`config.mk`:
```
export PLATFORM = sky130hd
export DESIGN_NAME = mcv_ctrl
export DESIGN_NICKNAME = d
export VERILOG_FILES = /design/src/logic/mcv_pkg.sv /design/src/logic/mcv_ctrl.sv
export SDC_FILE = /design/constraint.sdc
export NUM_CORES = 1
export LEC_CHECK = 0
export ABC_CLOCK_PERIOD_IN_PS = 3000
export BUFFER_PORTS_ARGS = -buffer_cell sky130_fd_sc_hd__buf_4
export CORE_MARGIN = 2
export CORE_UTILIZATION = 37
export CTS_BUF_LIST = sky130_fd_sc_hd__clkbuf_2 sky130_fd_sc_hd__clkbuf_4 sky130_fd_sc_hd__clkbuf_8
export DETAILED_ROUTE_END_ITERATION = 8
export PLACE_DENSITY_LB_ADDON = 0.12
export SYNTH_ARGS = -nofsm -noshare
export SYNTH_HDL_FRONTEND = slang
export SYNTH_SLANG_ARGS = --single-unit
```
`constraint.sdc`:
```
create_clock -name CLK -period 3 [get_ports CLK]
set_input_delay 0.6 -clock CLK [delete_from_list [all_inputs] [get_ports CLK]]
set_output_delay 0.6 -clock CLK [all_outputs]
set_load 0.05 [all_outputs]
```
`src/logic/mcv_pkg.sv`:
```
// Constants for the system control register block: offsets, bit
// positions, reset value and sequence timing.
// Assumes the core addresses the register with 16-bit data-space
// addresses and 6-bit I/O addresses.
package mcv_pkg;

	// ---------------------------------------------------------------
	// Register placement
	// ---------------------------------------------------------------
	localparam logic [15:0] MCV_CTRL_DS_OFS = 16'h0055;
	localparam logic [15:0] MCV_IO_BASE     = 16'h0020;
	localparam logic [5:0]  MCV_CTRL_IO_OFS = 6'((MCV_CTRL_DS_OFS - MCV_IO_BASE));
	localparam logic [7:0]  MCV_CTRL_RESET  = 8'h00;

	// ---------------------------------------------------------------
	// Field positions
	// ---------------------------------------------------------------
	localparam int MCV_B_UNLOCK   = 0;
	localparam int MCV_B_VSEL     = 1;
	localparam int MCV_B_PUOFF    = 4;
	localparam int MCV_B_BOUNLOCK = 5;
	localparam int MCV_B_BOOFF    = 6;

	// Implemented bits; the rest read zero and ignore writes.
	localparam logic [7:0]  MCV_CTRL_MASK   = 8'h73;

	// ---------------------------------------------------------------
	// Sequence timing, in clock cycles
	// ---------------------------------------------------------------
	localparam int MCV_VEC_WINDOW_CYC = 4;
	localparam int MCV_BO_WINDOW_CYC  = 4;
	localparam int MCV_BO_ACTIVE_CYC  = 3;

	// ---------------------------------------------------------------
	// Vector layout, in program words
	// ---------------------------------------------------------------
	localparam logic [15:0] MCV_VEC_FIRST_OFS = 16'h0002;
	localparam logic [15:0] MCV_APP_BASE      = 16'h0000;
	localparam int          MCV_BOOT_SIZE_FUSES_STEPS  = 3;

endpackage : mcv_pkg

```
`src/logic/mcv_ctrl.sv`:
```
// System control register: vector table placement with an unlock
// sequence, brown-out off in sleep with an unlock sequence, and a
// global pull-up disable.
// Assumes the core, fuses and lock bits are all on CLK.
//
// What this block does
// - Select bit zero bases vectors at flash start, one at boot section.
// - Boot section start comes from the boot size fuses only.
// - Select changes only within four cycles after writing the unlock bit.
// - Interrupts blocked from unlock until the instruction after select write ends.
// - Without a select write, interrupts stay blocked four cycles then release.
// - The blocking never touches the status register interrupt enable.
// - Unlock bit self-clears after four cycles or on the select write.
// - Boot vectors with application lock: no interrupts in application code.
// - Application vectors with boot lock: no interrupts in boot code.
// - Brown-out sleep-off set only by two writes at most four cycles apart.
// - Brown-out sleep-off is in force for three cycles after it is set.
// - Detector turns off only for sleep executed while sleep-off is active.
// - Brown-out sleep-off self-clears three cycles after being set.
// - Pull-up disable bit switches off every port pull-up.
// - Register at data offset 0x55, reset 0x00, fields at bits 6,5,4,1,0.
// - Reached at data offset 0x55 and I/O address 0x35.
// - Relocated first vector lies two words above the boot section start.
`timescale 1ns/1ns

module mcv_ctrl
	import mcv_pkg::*;
#(
	parameter int FLASH_WORDS    = 8192,
	parameter int BOOT_MIN_WORDS = 128
)
(
	input  wire logic        CLK,
	input  wire logic        RST_B,
	input  wire logic [15:0] DS_ADDR,
	input  wire logic        DS_WE,
	input  wire logic        DS_RE,
	input  wire logic [5:0]  IO_ADDR,
	input  wire logic        IO_WE,
	input  wire logic        IO_RE,
	input  wire logic [7:0]  WDATA,
	output logic      [7:0]  RDATA,
	output logic             RVALID,
	input  wire logic [1:0]  BOOT_SIZE_FUSES,
	input  wire logic        BOOT_RESET_FUSE_B,
	input  wire logic        APP_SECTION_LOCK,
	input  wire logic        BOOT_SECTION_LOCK,
	input  wire logic        PC_IN_BOOT,
	input  wire logic        INSTR_DONE,
	input  wire logic        SLEEP_EXEC,
	output logic      [15:0] VECTOR_BASE,
	output logic      [15:0] RESET_ADDR,
	output logic             IRQ_BLOCK,
	output logic             BROWNOUT_OFF,
	output logic             PULLUP_GLOBAL_OFF
);

	// ---------------------------------------------------------------
	// Parameter checks
	// ---------------------------------------------------------------
	if (BOOT_MIN_WORDS < 1 || FLASH_WORDS > 65536 ||
	    FLASH_WORDS < (BOOT_MIN_WORDS << MCV_BOOT_SIZE_FUSES_STEPS))
	begin : g_bad_size
		$error("Flash size cannot hold the largest boot section.");
	end

	// ---------------------------------------------------------------
	// Register state
	// ---------------------------------------------------------------
	logic       vector_change_unlock;
	logic       vector_table_select;
	logic       pullup_global_off;
	logic       brownout_sleep_off_unlock;
	logic       brownout_sleep_off;
	logic [2:0] vec_win_cnt;
	logic [2:0] bo_win_cnt;
	logic [1:0] bo_act_cnt;
	logic       vec_hold;
	logic       ctrl_wr;
	logic       ctrl_rd;
	logic       wr_unlock;
	logic       wr_select;
	logic       wr_bo_unlock;
	logic       wr_bo_set;
	logic       lock_block;
	logic [7:0] ctrl_image;
	logic [15:0] boot_words;
	logic [15:0] boot_base;

	// Both address spaces decode to the same single register.
	assign ctrl_wr = (DS_WE && DS_ADDR == MCV_CTRL_DS_OFS) ||
	                 (IO_WE && IO_ADDR == MCV_CTRL_IO_OFS);
	assign ctrl_rd = (DS_RE && DS_ADDR == MCV_CTRL_DS_OFS) ||
	                 (IO_RE && IO_ADDR == MCV_CTRL_IO_OFS);

	// Write classes for the two timed sequences.
	assign wr_unlock    = ctrl_wr && WDATA[MCV_B_UNLOCK];
	assign wr_select    = ctrl_wr && !WDATA[MCV_B_UNLOCK] && vector_change_unlock;
	assign wr_bo_unlock = ctrl_wr && WDATA[MCV_B_BOOFF] && WDATA[MCV_B_BOUNLOCK];
	assign wr_bo_set    = ctrl_wr && WDATA[MCV_B_BOOFF] && !WDATA[MCV_B_BOUNLOCK]
	                      && brownout_sleep_off_unlock;

	// ---------------------------------------------------------------
	// Vector table relocation
	// ---------------------------------------------------------------

	// Unlock bit and its window; a fresh unlock write restarts it.
	always_ff @(posedge CLK)
	begin
		if (!RST_B)
		begin
			vector_change_unlock <= 1'b0;
			vec_win_cnt          <= 3'h0;
		end
		else if (wr_unlock)
		begin
			vector_change_unlock <= 1'b1;
			vec_win_cnt          <= 3'(MCV_VEC_WINDOW_CYC);
		end
		else if (wr_select)
		begin
			vector_change_unlock <= 1'b0;
			vec_win_cnt          <= 3'h0;
		end
		else if (vec_win_cnt != 3'h0)
		begin
			vec_win_cnt <= vec_win_cnt - 3'h1;
			if (vec_win_cnt == 3'h1)
			begin
				vector_change_unlock <= 1'b0;
			end
		end
	end

	// Select only moves inside the window, so a stray write cannot
	// swing the vector table under running interrupts.
	always_ff @(posedge CLK)
	begin
		if (!RST_B)
		begin
			vector_table_select <= 1'b0;
		end
		else if (wr_select)
		begin
			vector_table_select <= WDATA[MCV_B_VSEL];
		end
	end

	// Hold after the select write until the next instruction ends;
	// the write instruction's own completion does not count.
	always_ff @(posedge CLK)
	begin
		if (!RST_B)
		begin
			vec_hold <= 1'b0;
		end
		else if (wr_select)
		begin
			vec_hold <= 1'b1;
		end
		else if (INSTR_DONE)
		begin
			vec_hold <= 1'b0;
		end
	end

	// Boot section size halves per fuse step; all-zero fuses give the
	// largest section.
	assign boot_words = 16'(BOOT_MIN_WORDS << (2'(MCV_BOOT_SIZE_FUSES_STEPS) - BOOT_SIZE_FUSES));
	assign boot_base  = 16'(FLASH_WORDS) - boot_words;

	// Section locks: interrupts vanish in the section the table is not in.
	assign lock_block = (vector_table_select && APP_SECTION_LOCK && !PC_IN_BOOT) ||
	                    (!vector_table_select && BOOT_SECTION_LOCK && PC_IN_BOOT);

	// The block is a separate gate; the core's global enable is left alone.
	assign IRQ_BLOCK = vector_change_unlock || vec_hold || lock_block;

	// Vector and reset bases follow the select bit and reset fuse.
	always_ff @(posedge CLK)
	begin
		if (!RST_B)
		begin
			VECTOR_BASE <= 16'(MCV_APP_BASE + MCV_VEC_FIRST_OFS);
			RESET_ADDR  <= MCV_APP_BASE;
		end
		else
		begin
			VECTOR_BASE <= 16'((vector_table_select ? boot_base : MCV_APP_BASE)
			               + MCV_VEC_FIRST_OFS);
			RESET_ADDR  <= BOOT_RESET_FUSE_B ? MCV_APP_BASE : boot_base;
		end
	end

	// ---------------------------------------------------------------
	// Brown-out off in sleep
	// ---------------------------------------------------------------

	// Unlock bit for the sleep-off bit, with its own four-cycle window.
	always_ff @(posedge CLK)
	begin
		if (!RST_B)
		begin
			brownout_sleep_off_unlock <= 1'b0;
			bo_win_cnt                <= 3'h0;
		end
		else if (wr_bo_unlock)
		begin
			brownout_sleep_off_unlock <= 1'b1;
			bo_win_cnt                <= 3'(MCV_BO_WINDOW_CYC);
		end
		else if (wr_bo_set)
		begin
			brownout_sleep_off_unlock <= 1'b0;
			bo_win_cnt                <= 3'h0;
		end
		else if (bo_win_cnt != 3'h0)
		begin
			bo_win_cnt <= bo_win_cnt - 3'h1;
			if (bo_win_cnt == 3'h1)
			begin
				brownout_sleep_off_unlock <= 1'b0;
			end
		end
	end

	// Sleep-off bit lives three cycles; a late sleep keeps the detector on.
	always_ff @(posedge CLK)
	begin
		if (!RST_B)
		begin
			brownout_sleep_off <= 1'b0;
			bo_act_cnt         <= 2'h0;
		end
		else if (wr_bo_set)
		begin
			brownout_sleep_off <= 1'b1;
			bo_act_cnt         <= 2'(MCV_BO_ACTIVE_CYC);
		end
		else if (bo_act_cnt != 2'h0)
		begin
			bo_act_cnt <= bo_act_cnt - 2'h1;
			if (bo_act_cnt == 2'h1)
			begin
				brownout_sleep_off <= 1'b0;
			end
		end
	end

	// Detector off only while sleep is executing and the bit is set.
	assign BROWNOUT_OFF = SLEEP_EXEC && brownout_sleep_off;

	// ---------------------------------------------------------------
	// Pull-up disable and read-back
	// ---------------------------------------------------------------

	// Plain read/write bit; overrides any per-pin pull-up setting.
	always_ff @(posedge CLK)
	begin
		if (!RST_B)
		begin
			pullup_global_off <= MCV_CTRL_RESET[MCV_B_PUOFF];
		end
		else if (ctrl_wr)
		begin
			pullup_global_off <= WDATA[MCV_B_PUOFF];
		end
	end

	assign PULLUP_GLOBAL_OFF = pullup_global_off;

	// Read image, masked so unused bits always read zero.
	always_comb
	begin
		ctrl_image                 = 8'h00;
		ctrl_image[MCV_B_UNLOCK]   = vector_change_unlock;
		ctrl_image[MCV_B_VSEL]     = vector_table_select;
		ctrl_image[MCV_B_PUOFF]    = pullup_global_off;
		ctrl_image[MCV_B_BOUNLOCK] = brownout_sleep_off_unlock;
		ctrl_image[MCV_B_BOOFF]    = brownout_sleep_off;
		ctrl_image                 = ctrl_image & MCV_CTRL_MASK;
	end

	// Read data is registered and answers one cycle after the strobe.
	always_ff @(posedge CLK)
	begin
		if (!RST_B)
		begin
			RDATA  <= MCV_CTRL_RESET;
			RVALID <= 1'b0;
		end
		else
		begin
			RVALID <= ctrl_rd;
			if (ctrl_rd)
			begin
				RDATA <= ctrl_image;
			end
		end
	end
endmodule : mcv_ctrl

```
Yosys cells after proc, flatten, opt, wreduce, memory -nomap -nowiden
Cells that the tools add are included.

Add/subtract/negate cells: 6. Eq/ne operators: 5. Shift-type cells: 1. Mux-type cells: 22. Bitwise logic cells: 1. Reduce and logical (&&, ||, !) cells: 41.

Operators with widths (count): $mux 3 (6); $reduce_bool 3->1 (6); $add 16x2->16 const B (1); $eq 16x7->1 const B (1); $logic_and 1x1->1 (16); $mux 16 (1); $shl 8x2->16 const A (1); $sub 14x16->16 const A (1); $mux 1 (13); $reduce_bool 2->1 (4); $eq 3x1->1 const B (2); $eq 6x6->1 const B (1); $reduce_and 2->1 (3); $reduce_or 3->1 (2); $sub 3x1->3 const B (2); $logic_or 1x1->1 (5); $logic_not 1->1 (4); $mux 2 (2); $eq 2x1->1 const B (1); $reduce_or 2->1 (1); $sub 2x1->2 const B (1); $sub 2x2->2 const A (1); $not 1->1 (1).

Flip-flop bits (word level): 52. Input bits: 44. Output and inout port bits: 44. Word-level logic and storage cells: 91.

Depth between registers and ports, before layout
Gate-level depths: netlist (run 1).

Word-level depth: 8. Mapped depth: 6.

Worst setup path before layout (run 1)
No wires, ideal clock.

Path kind: input -> output. Start point: input PC_IN_BOOT. End point: output IRQ_BLOCK. Data arrival time: 1229 ps. Required time: 2400 ps. Path slack: 1171 ps. Cell stages on the path: 3. Path buffers: 0. Path through: nand2_1 -> o22ai_1 -> or3_1.

Word-level cells in the longest chain between the ends: 4. Elaborated cells between the ends (all ways): 5. Classes of those cells: reduce/logical: 5.

Ends and longest elaborated chain: start: declaration (RTL line mcv_ctrl.sv:48) `input wire logic PC_IN_BOOT,`; $logic_not 1->1 (RTL line mcv_ctrl.sv:173) `assign lock_block = (vector_table_select && APP_SECTION_LOCK && !PC_IN_BOOT) ||`; $logic_and 1x1->1 (RTL line mcv_ctrl.sv:173); $logic_or 1x1->1 (*) (RTL line mcv_ctrl.sv:173); $logic_or 1x1->1 (*) (RTL line mcv_ctrl.sv:177) `assign IRQ_BLOCK = vector_change_unlock || vec_hold || lock_block;`; end: declaration (RTL line mcv_ctrl.sv:53) `output logic IRQ_BLOCK,`.

Mark *: on every way between the ends. The rest lies on a longest branch, timed or not.

Worst setup path in the final report (run 1)
Same ends and word-level chain as after synthesis.

==> impl_metrics.toml, run 1 <==
[global_routing]
overflow = 0
grt_max_degree = 32
antenna_found_initial = 0
grt_pass1_vias = 1241
track_usage_pct = 13.4
grt_pass1_wl_um = 5430

[timing]
finalCritPeriodShare_pct = 64.5
fmax_ghz = 0.517
rsz0062_at_grt = "no"
finalCriticalPeriod_ns = 1.94
slew_viol_final = 0
whs_ns = 0.458
fin_skew_ns = 0.00379
finalSetupViolCount = 0
setup_tns_ns = 0
finalHoldViolCount = 0

[die]
die_h_um = 72.1
initial_core_util_pct = 38.9
core_area_um2 = 4410
rows = 24
die_area_um2 = 5200
pin_count = 88
die_w_um = 72.1

[routing]
routed_wirelength_um = 3160
ant_nets = 0
vias = 1298
drc_errors = 0
wire_per_inst_um = 10.5
firstDrtPassIters = 4
drtIter0Drc = 37
viasPerCell = 4.30

[status]
status = "complete, no violations"

[synth]
ys.flop_type = "dfxtp_1"
synthTopCellsByCount = "34 x dfxtp_1, 23 x nand2_1, 21 x buf_4"
synth_cell_types = 42
synth-compound-area-share_pct = 10.7
synth_simple_gate_area_share_pct = 19.5
synth_adder_area_share_pct = 6.55
seq_area_frac_synth_pct = 39.6
synth_xor_area_share_pct = 1.53
muxShareOfSynthArea_pct = 7.65
ys_ff_latch = 34
yosys.area.top_type = "dfxtp_1"
yosysTopAreaCellShare_pct = 39.6
yosys-top-cells-area = "dfxtp_1 40%, buf_4 9.2%, mux2i_1 7.0%"
syn_inst = 186
synth_edf_count = 0
synthArstFlopShare_pct = 0
avgSynthCellArea_um2 = 9.24
synth_warnings = 0
synth_top_family_by_area = "simple AND/OR/NAND/NOR gates"
yosysMostFrequentCell = "dfxtp_1"
syn-cell-area_um2 = 1720

[setup_path]
critPathLaunchType = "primary input"
worst-endpoint-arrival_ns = 1.34
cp_common_cell = "buf_4"
crit_type = "in2out"
required_ns = 2.40
crit_buf_inv = 2
cp_slowest_stage_delay_ns = 0.31
crit_path_top_delay_cell = "or3_1"
crit_family = "simple AND/OR/NAND/NOR gates"
endpoint_kind = "output port"
cp_max_fo = 2
path_cells = "buf_4 > nand2_1 > o22ai_1 > or3_1 > buf_4"

[pwr]
powerDensity_nw_per_um2 = 590
p_leak_nw = 1.12
peakVddDrop_mv = 0.335

[clocking]
post_cts_buffers = 0
cts_buffer_depth = 2
clockRootBuffer = "clkbuf_8"
clock_sinks = 34
cts_tree = "done"
cts_made_buffers = 5
clk_pin_slew_worst_paths_ns = 0.07
clkLatencyLatePin_ns = 0.28
holdBufCountCts = 0
post_cts_resized = 0
cts_htree_levels = 2

[placed_design]
portBuffers = 63
post-place-cells = 294
hpwl_um = 2460
gp_congestion = 0.764

[cells_and_area]
diodes = 0
syn_to_final_growth_pct = 29.9
finalNonFillerCells = 302
layout.nets = 302
layout-drive-gt1-share_pct = 32.4

[job]
drv_cap = 0

[hold_path]
hold_class = "reg2reg"
==> flip-flops by register name, summed over array words and instances (netlist names) <==
signal and flops:
bo_act_cnt 2, vec_win_cnt 3, vector_table_select 1, brownout_sleep_off_unlock 1, brownout_sleep_off 1, VECTOR_BASE 7
RVALID 1, PULLUP_GLOBAL_OFF 1, vector_change_unlock 1, vec_hold 1, RESET_ADDR 7, bo_win_cnt 3
RDATA 5
==> layer usage <==
metal	GRT usage [%]	share of wire [%]	up-vias
met2	23.8	48	45
met3	4.86	8.1	5
li1	-	-	699
met4	5.66	1.7	0
met5	0	0	-
met1	14.3	42	549
==> cell type report <==
cell class / instances / area (um^2)
inverters: 13 / 48.8
flip-flops and latches: 34 / 681
multi-input cells: 132 / 868
clock buffers: 6 / 82.6
fillers: 428 / 2180
repair buffers: 63 / 473
clock inverters: 2 / 12.5
well taps: 52 / 65.1
==> where the power goes <==
part | leakage, nW | switching (W) | internal [W]
combinational | 0.793 | 0.000238 | 0.000200
clock | 0.0472 | 0.000162 | 0.000184
sequential | 0.277 | 0.0000294 | 0.000504
==> worst reg2reg max path, delay by kind of cell, from the launching register on <==
family	cells	cell delay [ns]
flip-flops	1	0.38
buffers and inverters	1	0.08
AND/OR/NAND/NOR	1	0.17
AO/OA/AOI/OAI	3	0.46
adder cells (fa/ha/maj)	1	0.22
==> per-stage QoR <==
stage                     area (um^2)  utilization [%]  power [W]  setup slack, ns
after global placement           2140             48.4   0.000981            0.987
after floorplan                  1790                -   0.000907             1.17
final                            2230             50.5    0.00132             1.06
after global routing             2230             50.5    0.00142             1.03
after detailed placement         2140             48.4   0.000985            0.998
after CTS                        2230             50.5    0.00134             1.06
==> placed cells by master, fill, tap and decap left out, types with 2 or more instances in the layout <==
cell and n:
o21ai_0 2, nor2_1 9, and2_1 5, or2_2 2, ha_1 9, clkbuf_8 6
dfxtp_1 34, a21boi_0 3, conb_1 21, a32oi_1 2, mux2i_1 12, nor4b_1 2
nand2_1 23, nand2b_1 2, and3_1 2, buf_4 63, inv_1 13, xnor2_1 2
nor2b_1 9, a21oi_1 6
==> path summary, 6_finish.rpt <==
kind                               startpoint                          end  slack, ns  cells after the start
setup / recovery                   PC_IN_BOOT                    IRQ_BLOCK       1.06                      5
hold / removal          RDATA[6]$_SDFFE_PN0P_        RDATA[6]$_SDFFE_PN0P_       0.46                      2
setup reg to reg  vec_win_cnt[0]$_SDFFE_PP0N_  vec_win_cnt[2]$_SDFFE_PN0P_       1.65                      6
hold reg to reg         RDATA[6]$_SDFFE_PN0P_        RDATA[6]$_SDFFE_PN0P_       0.46                      2
==> cell families after synthesis <==
kind of cell | after synthesis
fa+ha+maj | 9
compound gates | 23
simple gates | 63
flops | 34
buf+inv | 39
xor+xnor | 3
other cells | 2
mux | 13
Power figures use the tool's default switching activity.
==> run 2, diff against run 1 <==
- ABC_AREA: not set -> 1
- ABC_CLOCK_PERIOD_IN_PS: 3000 -> 1600
- clock period: 3 -> 1.6 ns (I/O delays scaled with it)
==> impl_metrics.toml, run 2 <==
[status]
status = "complete, no violations"

[synth]
synth_warnings = 0
synth_simple_gate_area_share_pct = 22.0
synth-compound-area-share_pct = 9.78
avgSynthCellArea_um2 = 7.77
yosysTopAreaCellShare_pct = 40.9
syn_inst = 214
synth_xor_area_share_pct = 1.58
synthTopCellsByCount = "34 x dfxtp_1, 34 x nor2_1, 31 x inv_1, 31 x nand2_1, 21 x buf_4"
ys.flop_type = "dfxtp_1"
syn-cell-area_um2 = 1660
seq_area_frac_synth_pct = 40.9
synth_adder_area_share_pct = 6.77
synthArstFlopShare_pct = 0
synth_top_family_by_area = "simple AND/OR/NAND/NOR gates"
yosys.area.top_type = "dfxtp_1"
synth_cell_types = 24
yosys-top-cells-area = "dfxtp_1 41%, buf_4 9.5%, nor2_1 7.7%"
ys_ff_latch = 34
muxShareOfSynthArea_pct = 0.602
synth_edf_count = 0

[placed_design]
gp_congestion = 0.742
hpwl_um = 2660
portBuffers = 63

[cells_and_area]
final_common_cell = "buf_4"
syn_to_final_growth_pct = 33.9
reg.largest.list = "RESET_ADDR (7), VECTOR_BASE (7), RDATA (5)"
layout.nets = 335
diodes = 0
multi_input_area_um2 = 757
layout-drive-gt1-share_pct = 30.1
fillCellCount = 446
regArea_um2 = 681
finalCoreUtilization_pct = 51.1
layout_common_cells = "65 x buf_4, 34 x dfxtp_1, 34 x nor2_1"

[setup_path]
worst-endpoint-arrival_ns = 1.12
worst-r2r-setup-slack_ns = 0.45
critPathLaunchType = "flop"
cp_slowest_stage_delay_ns = 0.33
required_ns = 1.28
crit_buf_inv = 2
worstReg2RegStart = "bo_win_cnt[0]$_SDFFE_PP0N_"
reg2reg_depth = 6
path_cells = "inv_1 > nand3_1 > o211ai_1 > buf_4"
r2r-end = "bo_win_cnt[1]$_SDFFE_PP0N_"
crit_type = "reg2out"
endpoint_kind = "output port"
crit_family = "buffers and inverters"
cp_max_fo = 3
crit_path_top_delay_cell = "dfxtp_1"

[clocking]
cts_tree = "done"
clkLatencyLatePin_ns = 0.28
cts_htree_levels = 2
cts_buffer_depth = 2
post_cts_buffers = 0
cts_made_buffers = 5
clock_sinks = 34
clk_pin_slew_worst_paths_ns = 0.07
post_cts_resized = 0
holdBufCountCts = 0
clockRootBuffer = "clkbuf_8"

[global_routing]
track_usage_pct = 14.5
grt_pass1_wl_um = 5790
grt_pass1_vias = 1348
grt_max_degree = 15
overflow = 0
antenna_found_initial = 0

[timing]
slew_viol_final = 0
fin_skew_ns = 0.00599
fmax_ghz = 0.695
finalCriticalPeriod_ns = 1.44
setup_tns_ns = 0
finalCritPeriodShare_pct = 89.9
finalHoldViolCount = 0
rsz0062_at_grt = "no"
finalSetupViolCount = 0

[die]
pin_count = 88
core_area_um2 = 4350
rows = 24
die_h_um = 71.0
initial_core_util_pct = 38.2
die_w_um = 71.0
die_area_um2 = 5050

[routing]
viasPerCell = 4.25
vias = 1419
wire_per_inst_um = 10.2
ant_nets = 0
firstDrtPassIters = 4
drtIter0Drc = 55
routed_wirelength_um = 3390
drc_errors = 0

[hold_path]
hold_class = "in2reg"
hold_depth = 2
min_from = "BOOT_RESET_FUSE_B"
hold_end = "RESET_ADDR[10]$_SDFF_PP0_"

[pwr]
totalPowerFinal_w = 0.00253
powerDensity_nw_per_um2 = 1140
p_leak_nw = 1.15
peakVddDrop_mv = 0.589

[job]
drv_cap = 0
==> run 2: changes by cell type in the layout (fill, tap and decap cells not counted), moves of 3 or more <==
cell / delta
a21boi_0: -3
a21oi_1: +3
a21oi_2: +4
and2_1: -5
inv_1: +18
mux2i_1: -11
nand2_1: +8
nand3_1: +7
nor2_1: +25
nor2b_1: -9
o211ai_1: +3
o21ai_0: +9
==> run 2: kinds of logic after synthesis <==
family | count (synthesis)
mux | 1
compound gates | 28
fa+ha+maj | 9
other cells | 2
simple gates | 81
flops | 34
xor+xnor | 3
buf+inv | 56
==> run 2: per-layer routing <==
metal  vias up  share of wire, %  wire length (um)  GRT usage, %
met3         8               6.6               223          4.13
li1        748                 -                 -             -
met2        47                49              1650          25.1
met1       616                43              1440          16.4
met5         -                 0                 0             0
met4         0               2.2                73          6.50
==> run 2: final cells by class <==
cell class | instances | area share [%]
Multi-Input combinational cell | 143 | 34.0
Sequential cell | 34 | 30.6
Timing Repair Buffer | 65 | 21.9
Inverter | 33 | 5.56
Clock buffer | 6 | 3.71
Tap cell | 52 | 2.92
Clock inverter | 1 | 1.35
==> run 2: through the flow <==
| step | worst slack [ns] | area, um^2 | instances | hold slack, ns |
|---|---|---|---|---|
| after floorplan | 0.126 | 1730 | 233 | 0.392 |
| after global placement | 0.135 | 2110 | 327 | 0.454 |
| after detailed placement | 0.128 | 2110 | 327 | 0.457 |
| after CTS | 0.151 | 2230 | 334 | 0.190 |
| after global routing | 0.0692 | 2230 | 334 | 0.201 |
| final | 0.161 | 2230 | 334 | 0.196 |
==> run 2: worst max path at each step <==
stage                     depth (start not counted)  slack (ns)               endpoint                             start
after floorplan                                   2        0.13              IRQ_BLOCK  vector_table_select$_SDFFE_PN0P_
after global placement                            9        0.13  RDATA[4]$_SDFFE_PN0P_                       DS_ADDR[15]
after detailed placement                          9        0.13  RDATA[0]$_SDFFE_PN0P_                       DS_ADDR[15]
after CTS                                         4        0.15              IRQ_BLOCK  vector_table_select$_SDFFE_PN0P_
after global routing                              4        0.07              IRQ_BLOCK  vector_table_select$_SDFFE_PN0P_
final                                             4        0.16              IRQ_BLOCK  vector_table_select$_SDFFE_PN0P_
==> run 2: report_power, final <==
part	switching (W)	total [W]	internal [W]	leakage (nW)
logic	0.000464	0.000751	0.000286	0.816
clock network	0.000300	0.000798	0.000498	0.0573
registers	0.0000439	0.000980	0.000936	0.277
==> run 2: worst reg2reg max path: stages (launching register included) <==
cell and delay [ns]:
dfxtp_1 0.33, inv_1 0.08, ha_1 0.22, nand2_1 0.12, mux2i_1 0.19, inv_1 0.05
nor2_1 0.10
